$ cat config.mk
export PLATFORM = sky130hd
export DESIGN_NAME = lcvr_regs
export DESIGN_NICKNAME = d
export VERILOG_FILES = /design/src/pkg/lcvr_pkg.sv /design/src/lcvr_regs.sv
export VERILOG_INCLUDE_DIRS = /design/src /design/src/pkg
export SDC_FILE = /design/constraint.sdc
export NUM_CORES = 1
export LEC_CHECK = 0
export ABC_AREA = 1
export BUFFER_PORTS_ARGS = -buffer_cell sky130_fd_sc_hd__buf_4
export CAP_MARGIN = 20
export CORE_MARGIN = 2
export CORE_UTILIZATION = 45
export DETAILED_ROUTE_END_ITERATION = 16
export GPL_TIMING_DRIVEN = 0
export HOLD_SLACK_MARGIN = 0.03
export PLACE_DENSITY = 0.83
export SYNTH_ARGS = -nofsm -noshare
export SYNTH_HDL_FRONTEND = slang
export SYNTH_SLANG_ARGS = --single-unit
$ cat constraint.sdc
create_clock -name i_clk -period 3.9 [get_ports i_clk]
set_input_delay 0.195 -clock i_clk [delete_from_list [all_inputs] [get_ports i_clk]]
set_output_delay 0.195 -clock i_clk [all_outputs]
set_load 0.03 [all_outputs]
$ cat src/pkg/lcvr_params.svh
`ifndef LCVR_PARAMS_SVH
`define LCVR_PARAMS_SVH
// Byte offsets of the configuration words
`define LCVR_OFF_COMP 4'h0
`define LCVR_OFF_RAMP 4'h4
`define LCVR_OFF_SPLO 4'h8
`define LCVR_OFF_SPHI 4'hC
// Field positions
`define LCVR_ZERO_HI 7
`define LCVR_ZERO_LO 4
`define LCVR_GAIN_HI 3
`define LCVR_GAIN_LO 0
`define LCVR_RDIS_BIT 7
`define LCVR_RMAG_HI 4
`define LCVR_RMAG_LO 0
// Reset values of the ramp disable and set point fields
`define LCVR_RST_RDIS 1'h0
`define LCVR_RST_SPLO 8'h00
`define LCVR_RST_SPHI 2'h0
// AXI responses
`define LCVR_RESP_OKAY 2'h0
`define LCVR_RESP_SLVERR 2'h2
`endif

$ cat src/pkg/lcvr_pkg.sv
`default_nettype none
package lcvr_pkg;
	typedef logic [7:0] lcvr_byte_t;
	typedef logic [9:0] lcvr_code_t;
endpackage : lcvr_pkg
`default_nettype wire

$ cat src/lcvr_regs.sv
// How it works
// Compensation word: bits 7-4 zero frequency code, 3-0 gain code, both outputs.
// Ramp word bit 7 disables the slope ramp when one; resets to zero.
// Ramp word bits 6-5 read zero and ignore writes.
// Ramp word bits 4-0 hold ramp magnitude code computed by software.
// A 10-bit reference code is built from set point low and high words.
// Reference code is unsigned linear, 2 mV nominal per step.
// Set point low word is full 8-bit read/write, code bits 7-0.
// Set point high word stores only bits 1-0, code bits 9-8.
// Set point high bits 7-2 always read zero.
// Code is high two bits concatenated above low eight bits.
// Reset clears set point and ramp disable; other fields not reset.
// A write updates its output next edge; held until rewritten or reset.
`timescale 1ns/10ps
`default_nettype none
`include "lcvr_params.svh"
module lcvr_regs (
	input wire logic i_clk,
	input wire logic i_rst,
	input wire logic [3:0] i_awaddr,
	input wire logic i_awvalid,
	output logic o_awready,
	input wire logic [31:0] i_wdata,
	input wire logic [3:0] i_wstrb,
	input wire logic i_wvalid,
	output logic o_wready,
	output logic [1:0] o_bresp,
	output logic o_bvalid,
	input wire logic i_bready,
	input wire logic [3:0] i_araddr,
	input wire logic i_arvalid,
	output logic o_arready,
	output logic [31:0] o_rdata,
	output logic [1:0] o_rresp,
	output logic o_rvalid,
	input wire logic i_rready,
	output logic [3:0] o_comp_zero_freq_code,
	output logic [3:0] o_comp_gain_code,
	output logic o_ramp_disable,
	output logic [4:0] o_ramp_magnitude_code,
	output lcvr_pkg::lcvr_code_t o_reference_dac_code
);
	logic aw_held_q;
	logic [3:0] aw_addr_q;
	logic w_held_q;
	logic [7:0] w_data_q;
	logic w_lane_q;
	logic bvalid_q;
	logic [1:0] bresp_q;
	logic rvalid_q;
	logic [31:0] rdata_q;
	logic [1:0] rresp_q;
	logic do_write;
	logic wr_hit;
	lcvr_pkg::lcvr_byte_t comp_q;
	logic [4:0] rmag_q;
	logic rdis_q;
	lcvr_pkg::lcvr_byte_t splo_q;
	logic [1:0] sphi_q;

	// Address and data accepted independently; held until the write is done, none taken until the response drains
	assign o_awready = !aw_held_q && !bvalid_q;
	assign o_wready = !w_held_q && !bvalid_q;
	assign do_write = aw_held_q && w_held_q && !bvalid_q;
	assign wr_hit = do_write && w_lane_q;

	always_ff @(posedge i_clk or posedge i_rst) begin
		if (i_rst) begin
			aw_held_q <= 1'b0;
			aw_addr_q <= 4'h0;
		end else if (i_awvalid && o_awready) begin
			aw_held_q <= 1'b1;
			aw_addr_q <= i_awaddr;
		end else if (do_write) begin
			aw_held_q <= 1'b0;
		end
	end

	// Only byte lane 0 carries data; other lanes are ignored
	always_ff @(posedge i_clk or posedge i_rst) begin
		if (i_rst) begin
			w_held_q <= 1'b0;
			w_data_q <= 8'h00;
			w_lane_q <= 1'b0;
		end else if (i_wvalid && o_wready) begin
			w_held_q <= 1'b1;
			w_data_q <= i_wdata[7:0];
			w_lane_q <= i_wstrb[0];
		end else if (do_write) begin
			w_held_q <= 1'b0;
		end
	end

	// Write response; unmapped offsets answer SLVERR
	always_ff @(posedge i_clk or posedge i_rst) begin
		if (i_rst) begin
			bvalid_q <= 1'b0;
			bresp_q <= 2'h0;
		end else if (do_write) begin
			bvalid_q <= 1'b1;
			bresp_q <= (aw_addr_q[1:0] == 2'h0) ? `LCVR_RESP_OKAY : `LCVR_RESP_SLVERR;
		end else if (bvalid_q && i_bready) begin
			bvalid_q <= 1'b0;
		end
	end
	assign o_bvalid = bvalid_q;
	assign o_bresp = bresp_q;

	// Compensation and magnitude fields have no reset value, as in silicon
	always_ff @(posedge i_clk) begin
		if (wr_hit && aw_addr_q == `LCVR_OFF_COMP) begin
			comp_q <= w_data_q;
		end
		if (wr_hit && aw_addr_q == `LCVR_OFF_RAMP) begin
			rmag_q <= w_data_q[`LCVR_RMAG_HI:`LCVR_RMAG_LO];
		end
	end

	// Ramp disable and set point words cleared at power-on
	always_ff @(posedge i_clk or posedge i_rst) begin
		if (i_rst) begin
			rdis_q <= `LCVR_RST_RDIS;
			splo_q <= `LCVR_RST_SPLO;
			sphi_q <= `LCVR_RST_SPHI;
		end else if (wr_hit) begin
			if (aw_addr_q == `LCVR_OFF_RAMP) begin
				rdis_q <= w_data_q[`LCVR_RDIS_BIT];
			end
			if (aw_addr_q == `LCVR_OFF_SPLO) begin
				splo_q <= w_data_q;
			end
			if (aw_addr_q == `LCVR_OFF_SPHI) begin
				sphi_q <= w_data_q[1:0];
			end
		end
	end

	// Static loop outputs straight from the storage flops
	assign o_comp_zero_freq_code = comp_q[`LCVR_ZERO_HI:`LCVR_ZERO_LO];
	assign o_comp_gain_code = comp_q[`LCVR_GAIN_HI:`LCVR_GAIN_LO];
	assign o_ramp_disable = rdis_q;
	assign o_ramp_magnitude_code = rmag_q;
	assign o_reference_dac_code = {sphi_q, splo_q};

	// Read channel: one read at a time, answer one cycle after the address
	assign o_arready = !rvalid_q;
	always_ff @(posedge i_clk or posedge i_rst) begin
		if (i_rst) begin
			rvalid_q <= 1'b0;
			rdata_q <= 32'h00000000;
			rresp_q <= 2'h0;
		end else if (i_arvalid && o_arready) begin
			rvalid_q <= 1'b1;
			rresp_q <= `LCVR_RESP_OKAY;
			unique case (i_araddr)
				`LCVR_OFF_COMP: rdata_q <= {24'h000000, comp_q};
				`LCVR_OFF_RAMP: rdata_q <= {24'h000000, rdis_q, 2'h0, rmag_q};
				`LCVR_OFF_SPLO: rdata_q <= {24'h000000, splo_q};
				`LCVR_OFF_SPHI: rdata_q <= {24'h000000, 6'h00, sphi_q};
				default: begin
					rdata_q <= 32'h00000000;
					rresp_q <= `LCVR_RESP_SLVERR;
				end
			endcase
		end else if (rvalid_q && i_rready) begin
			rvalid_q <= 1'b0;
		end
	end
	assign o_rvalid = rvalid_q;
	assign o_rdata = rdata_q;
	assign o_rresp = rresp_q;

	// Checks on what this block drives; bus inputs only pick the cycles.
	// Compensation and magnitude fields start unknown by design, so no check
	// reads them before software has written them; an early read would trip
	// on a legal unknown rather than on a fault.

	// Ramp disable follows the last accepted write one edge later
	a_ramp_dis_write: assert property (@(posedge i_clk) disable iff (i_rst)
		(wr_hit && aw_addr_q == `LCVR_OFF_RAMP)
		|=> (o_ramp_disable == $past(w_data_q[`LCVR_RDIS_BIT])))
		else $error("ramp disable not updated");

	// Unused ramp bits read back as zero
	a_ramp_unimpl_read: assert property (@(posedge i_clk) disable iff (i_rst)
		(i_arvalid && o_arready && i_araddr == `LCVR_OFF_RAMP)
		|=> (o_rdata[6:5] == 2'h0))
		else $error("ramp bits 6-5 not zero");

	// Set point high word shows only its two stored bits
	a_sphi_unimpl_read: assert property (@(posedge i_clk) disable iff (i_rst)
		(i_arvalid && o_arready && i_araddr == `LCVR_OFF_SPHI)
		|=> (o_rdata[7:2] == 6'h00))
		else $error("set point high upper bits not zero");

	// High word lands in code bits 9-8
	a_code_concat: assert property (@(posedge i_clk) disable iff (i_rst)
		(wr_hit && aw_addr_q == `LCVR_OFF_SPHI)
		|=> (o_reference_dac_code[9:8] == $past(w_data_q[1:0])))
		else $error("code high bits wrong");

	// Low word lands in code bits 7-0
	a_splo_write: assert property (@(posedge i_clk) disable iff (i_rst)
		(wr_hit && aw_addr_q == `LCVR_OFF_SPLO)
		|=> (o_reference_dac_code[7:0] == $past(w_data_q)))
		else $error("code low bits wrong");

	// Zero frequency above gain, both from one write
	a_comp_write: assert property (@(posedge i_clk) disable iff (i_rst)
		(wr_hit && aw_addr_q == `LCVR_OFF_COMP)
		|=> ({o_comp_zero_freq_code, o_comp_gain_code} == $past(w_data_q)))
		else $error("compensation codes wrong");

	// Magnitude code taken unchanged from the low five bits
	a_rmag_write: assert property (@(posedge i_clk) disable iff (i_rst)
		(wr_hit && aw_addr_q == `LCVR_OFF_RAMP)
		|=> (o_ramp_magnitude_code == $past(w_data_q[`LCVR_RMAG_HI:`LCVR_RMAG_LO])))
		else $error("ramp magnitude wrong");

	// A glitch on the reference would move the output voltage, so hold it
	a_code_hold: assert property (@(posedge i_clk) disable iff (i_rst)
		!(do_write && (aw_addr_q == `LCVR_OFF_SPLO || aw_addr_q == `LCVR_OFF_SPHI))
		|=> $stable(o_reference_dac_code))
		else $error("reference code changed without write");

	// Power-on leaves the reference at zero and the ramp enabled
	a_reset_clear: assert property (@(posedge i_clk)
		$fell(i_rst)
		|-> (o_reference_dac_code == 10'h000 && !o_ramp_disable))
		else $error("reset values wrong");

	// Ramp disable moves only on a ramp write
	a_rdis_hold: assert property (@(posedge i_clk) disable iff (i_rst)
		!(wr_hit && aw_addr_q == `LCVR_OFF_RAMP)
		|=> $stable(o_ramp_disable))
		else $error("ramp disable changed without write");

	// Read of the high word returns the stored code bits
	a_sphi_read: assert property (@(posedge i_clk) disable iff (i_rst)
		(i_arvalid && o_arready && i_araddr == `LCVR_OFF_SPHI)
		|=> (o_rdata[1:0] == $past(o_reference_dac_code[9:8])))
		else $error("set point high read wrong");

	// Read of the low word returns the stored code bits
	a_splo_read: assert property (@(posedge i_clk) disable iff (i_rst)
		(i_arvalid && o_arready && i_araddr == `LCVR_OFF_SPLO)
		|=> (o_rdata[7:0] == $past(o_reference_dac_code[7:0])))
		else $error("set point low read wrong");

	// Read of the ramp word shows the disable bit in place
	a_ramp_dis_read: assert property (@(posedge i_clk) disable iff (i_rst)
		(i_arvalid && o_arready && i_araddr == `LCVR_OFF_RAMP)
		|=> (o_rdata[`LCVR_RDIS_BIT] == $past(o_ramp_disable)))
		else $error("ramp disable read wrong");

	// Only byte lane 0 carries register data
	a_rdata_upper_zero: assert property (@(posedge i_clk) disable iff (i_rst)
		(i_arvalid && o_arready)
		|=> (o_rdata[31:8] == 24'h000000))
		else $error("read upper bytes not zero");

	// Write answer stands until the master takes it
	a_bvalid_hold: assert property (@(posedge i_clk) disable iff (i_rst)
		(o_bvalid && !i_bready)
		|=> (o_bvalid && $stable(o_bresp)))
		else $error("write answer dropped early");

	// Read answer stands until the master takes it
	a_rvalid_hold: assert property (@(posedge i_clk) disable iff (i_rst)
		(o_rvalid && !i_rready)
		|=> (o_rvalid && $stable(o_rresp)))
		else $error("read answer dropped early");

	// Taken write answer clears so the next write can start
	a_bvalid_drop: assert property (@(posedge i_clk) disable iff (i_rst)
		(o_bvalid && i_bready)
		|=> !o_bvalid)
		else $error("write answer not cleared");

	// Taken read answer clears so the next read can start
	a_rvalid_drop: assert property (@(posedge i_clk) disable iff (i_rst)
		(o_rvalid && i_rready)
		|=> !o_rvalid)
		else $error("read answer not cleared");

	// Write answer one edge after address and data are both held
	a_write_answer: assert property (@(posedge i_clk) disable iff (i_rst)
		do_write
		|=> o_bvalid)
		else $error("write answer late");

	// Read answer one edge after the address is taken
	a_read_answer: assert property (@(posedge i_clk) disable iff (i_rst)
		(i_arvalid && o_arready)
		|=> o_rvalid)
		else $error("read answer late");

	// Misaligned write offsets report an error; only the response is checked here
	a_bresp_unaligned: assert property (@(posedge i_clk) disable iff (i_rst)
		(do_write && aw_addr_q[1:0] != 2'h0)
		|=> (o_bresp == `LCVR_RESP_SLVERR))
		else $error("misaligned write not refused");

	// Aligned writes always answer OKAY
	a_bresp_okay: assert property (@(posedge i_clk) disable iff (i_rst)
		(do_write && aw_addr_q[1:0] == 2'h0)
		|=> (o_bresp == `LCVR_RESP_OKAY))
		else $error("aligned write refused");

	// A write with lane 0 masked must not touch the loop
	a_lane_off: assert property (@(posedge i_clk) disable iff (i_rst)
		(do_write && !w_lane_q)
		|=> ($stable(o_reference_dac_code) && $stable(o_ramp_disable)))
		else $error("masked write changed state");

	// Unmapped reads return zero data with an error
	a_rresp_unmapped: assert property (@(posedge i_clk) disable iff (i_rst)
		(i_arvalid && o_arready && i_araddr[1:0] != 2'h0)
		|=> (o_rresp == `LCVR_RESP_SLVERR && o_rdata == 32'h00000000))
		else $error("unmapped read not refused");

	// Mapped reads answer OKAY
	a_rresp_okay: assert property (@(posedge i_clk) disable iff (i_rst)
		(i_arvalid && o_arready && i_araddr[1:0] == 2'h0)
		|=> (o_rresp == `LCVR_RESP_OKAY))
		else $error("mapped read refused");

	// No bus answer survives a reset
	a_reset_valids: assert property (@(posedge i_clk)
		$fell(i_rst)
		|-> (!o_bvalid && !o_rvalid))
		else $error("bus answer left after reset");

	// Low word write leaves the high code bits alone
	a_splo_only: assert property (@(posedge i_clk) disable iff (i_rst)
		(wr_hit && aw_addr_q == `LCVR_OFF_SPLO)
		|=> (o_reference_dac_code[9:8] == $past(o_reference_dac_code[9:8])))
		else $error("low write moved high bits");

	// High word write leaves the low code bits alone
	a_sphi_only: assert property (@(posedge i_clk) disable iff (i_rst)
		(wr_hit && aw_addr_q == `LCVR_OFF_SPHI)
		|=> (o_reference_dac_code[7:0] == $past(o_reference_dac_code[7:0])))
		else $error("high write moved low bits");
endmodule : lcvr_regs
`default_nettype wire

==> metrics.csv <==
stage,metric,value,unit
status,status,"finished, final reports clean",
routing,drt wl/cell,11.63,um
pwr,Int Pwr,1.236,mW
pwr,Clk pwr share,0.212,
finish,Final nets,389,
global_route,largest net degree at the start of global routing,25,
pwr,Reg power frac,0.424,
placed_design,Placement Cell Area,3019,um^2
routing,number of antenna-violating nets in the routed design,0,
logic_synthesis,"Seq/Total Area, Yosys",0.5720,
logic_synthesis,Post-synth ARST share,0.7451,
setup_path,Worst Setup Start Kind,flip-flop,
sta,crit path time final,1407,ps
sta,setup violators final,0,
logic_synthesis,synthesized area,2345,um^2
finish,"Design Area, Final",3162,um^2
logic_synthesis,Synth Register Bits,51,
placed_design,Placement Setup Slack,2480,ps
routing,Pre-antenna DRT Iters,4,
setup_path,Critical Path Slowest Stage Cell,dfrtp_1,
global_route,All-Layer GR Usage,0.1730,
sta,setup TNS,0,ps
sta,Worst Tran Pin Value,665.0,ps
floorplanning,IO Pins,116,
sta,clock skew,3.913,ps
logic_synthesis,"Avg Cell Area, Syn",9.689,um^2
sta,Hold Fails Final Rpt,0,
pwr,maximum vdd drop,0.0004445,V
clocking,CTS buffer count,5,
setup_path,Worst Setup End Kind,flip-flop,
worst_hold_path,WHS Path Cells,2,
floorplanning,Starting Density,0.4620,
floorplanning,die area,5804,um^2
sta,Achievable Freq,0.7106,GHz
clocking,Root Buffer,clkbuf_8,
logic_synthesis,share of the synthesized area in the top cell type,0.4055,
sta,Max-slew headroom,0.5562,
setup_path,Crit Path Class,reg2reg,
logic_synthesis,Syn Inst Count,242,
clocking,CTS H-tree depth,2,
floorplanning,Core Footprint,5075,um^2
setup_path,worst-path cell chain,"inv_2, nand3_4, nor2_4, and3_2",
worst_hold_path,class of the tightest hold or removal check,in2reg,
sta,Final period util,0.3608,
setup_path,Crit Path Max Fanout,8,
placed_design,Post-DP HPWL,3.758,mm
finish,Area Growth Syn to Fin,34.85,%
logic_synthesis,cell taking the most area after synthesis,dfrtp_1,
clocking,Skew-Pair Late Insertion Delay,300,ps
setup_path,flop2flop setup slack,2490,ps
global_route,number of global-route vias before repair,1777,
logic_synthesis,top_reg_cell synth,dfrtp_1,
floorplanning,Die Wd,76.19,um
logic_synthesis,"count leader, synth",nand2_1,
pwr,switching fraction of total power,0.3759,
setup_path,worst r2r path cells,4,
clocking,Longest Clk Path Bufs,2,
global_route,first-pass GRT wire length,8.128,mm
global_route,initial antenna violation count,0,
setup_path,Worst path depth,4,
placed_design,Placer Congestion,0.7779,
finish,Antenna diodes,0,
pwr,pwr dens,626.6,nW/um^2
logic_synthesis,synth warn,0,
setup_path,critical path's top delay family,simple AND/OR/NAND/NOR gates,
routing,DRC viols,0,
global_route,total gr overflow,0,
sta,Final WS setup,2493,ps
routing,1st-iter DRT viols,129,
logic_synthesis,post-synth cell types,24,
clocking,"Reg clk slew, reported paths",80,ps
setup_path,WP data arrival,1410,ps
clocking,CTS tree,done,
pwr,Switching Power,0.7447,mW
sta,Max Slew Vio Count,0,
setup_path,CP max stage delay,430,ps
placed_design,PortBufs,62,
floorplanning,Die H,76.19,um
logic_synthesis,Synth area leaders,"dfrtp_1 41%, edfxtp_1 17%, nand2_1 8.8%",
routing,overall routed net length,4.755,mm
finish,Fillers,425,
setup_path,WP buf/inv,1,
finish,layout cell share with drive strength beyond 1,0.3540,
pwr,Leakage,1.695,nW
routing,Vias,1844,
logic_synthesis,number of enable flip-flop cells after synthesis,13,
pwr,combinational power share,0.364,
sta,RSZ-0062 raised after global routing,false,
sta,Min Hold Slack,70.00,ps
job,max-cap violation count,0,
pwr,Pwr Total,1.981,mW
clocking,TritonCTS Sinks,51,
logic_synthesis,Post-synth top cells,"55 x nand2_1, 38 x dfrtp_1, 26 x buf_4, 26 x nand3_1, 20 x inv_1",
setup_path,WP data required,3900,ps
routing,mean number of vias per cell,4.509,
floorplanning,# rows,26,
[kinds of logic (layout without fill, tap and decap cells)]
kind of cell / Yosys count / after routing / synth area share
AND/OR/NAND/NOR: 110 / 110 / 0.2151
buffers and inverters: 52 / 124 / 0.1323
flip-flops: 51 / 51 / 0.5720
AO/OA/AOI/OAI: 25 / 25 / 0.06457
multiplexers: 3 / 3 / 0.01441
other: 1 / 26 / 0.001599
[layer usage]
metal / track usage / vias up / wire (um)
met5: 0 / - / 0
met1: 0.2099 / 837 / 1971
met4: 0.04545 / 0 / 46
met2: 0.2973 / 79 / 2337
li1: - / 922 / -
met3: 0.05806 / 6 / 400
[worst reg2reg max path, delay by kind of cell (launching register included)]
kind                   cells  cell delay [ps]
buffers and inverters      1              100
and+or+nand+nor            3              590
DFF                        1              430
[power by group through the flow]
stage / Sequential [mW] / Combinational (mW) / Clock [mW]
3_5_place_dp: 0.850 / 0.727 / 0
5_1_grt: 0.861 / 0.785 / 0.450
6_report: 0.840 / 0.722 / 0.419
3_3_place_gp: 0.844 / 0.704 / 0
4_1_cts: 0.840 / 0.729 / 0.425
2_1_floorplan: 0.965 / 0.361 / 0
[registers in the layout (all words and copies together) (netlist names)]
register,flops
o_bvalid,1
comp_q,8
o_rvalid,1
o_ramp_magnitude_code,5
aw_held_q,1
aw_addr_q,4
w_data_q,8
w_lane_q,1
sphi_q,2
o_ramp_disable,1
o_bresp,1
o_rdata,8
o_rresp,1
splo_q,8
w_held_q,1
[cell usage in the layout, fill, tap and decap left out]
| cell | count |
|---|---|
| nor2_4 | 1 |
| nand3_1 | 26 |
| nand2_1 | 55 |
| buf_4 | 88 |
| nand2_4 | 1 |
| clkbuf_8 | 5 |
| bufinv_16 | 2 |
| o21ai_2 | 7 |
| mux2_2 | 3 |
| dfrtp_1 | 38 |
| nor2_2 | 1 |
| o21ai_0 | 8 |
| conb_1 | 26 |
| buf_16 | 1 |
| inv_2 | 1 |
| nand3_4 | 1 |
| nor3_1 | 3 |
| buf_6 | 2 |
| and3_2 | 1 |
| dlygate4sd3_1 | 1 |
| inv_1 | 20 |
| nor3_4 | 1 |
| buf_2 | 2 |
| nor2_1 | 17 |
| edfxtp_1 | 13 |
| clkbuf_1 | 2 |
| nand2_2 | 3 |
| a21oi_1 | 10 |
[layout make-up]
class                           count  area (um^2)  share of cell area
Buffer                             31        231.5             0.07321
Tap cell                           70        87.58             0.02770
Inverter                           21        78.83             0.02493
Clock buffer                        6        72.57             0.02295
Multi-Input combinational cell    164        787.0              0.2489
Clock inverter                      2        60.06             0.01899
Timing Repair Buffer               64        503.0              0.1591
Sequential cell                    51         1341              0.4242
[final timing paths]
check,endpoint,start
max in group asynchronous,w_data_q[7]$_DFFE_PP0P_,i_rst
max reg2reg,comp_q[7]$_DFFE_PP_,o_bvalid$_DFFE_PP0P_
max,comp_q[7]$_DFFE_PP_,o_bvalid$_DFFE_PP0P_
min,o_bvalid$_DFFE_PP0P_,i_bready
min reg2reg,comp_q[5]$_DFFE_PP_,w_data_q[5]$_DFFE_PP0P_
min in group asynchronous,w_data_q[6]$_DFFE_PP0P_,i_rst
[per-stage QoR]
step / util / cells
2_1_floorplan: - / 267
3_3_place_gp: 0.5895 / 399
3_5_place_dp: 0.5949 / 400
4_1_cts: 0.6230 / 409
5_1_grt: 0.6230 / 409
6_report: 0.6230 / 409
[what timing repair did]
| item | 4_1_cts | 5_1_grt |
|---|---|---|
| hold buffers | 1 | 0 |
| hold endpoints to repair | 14 | 0 |
| gates resized for setup | 0 | 0 |
| buffers inserted | 0 | 0 |
Power figures use the tool's default switching activity.
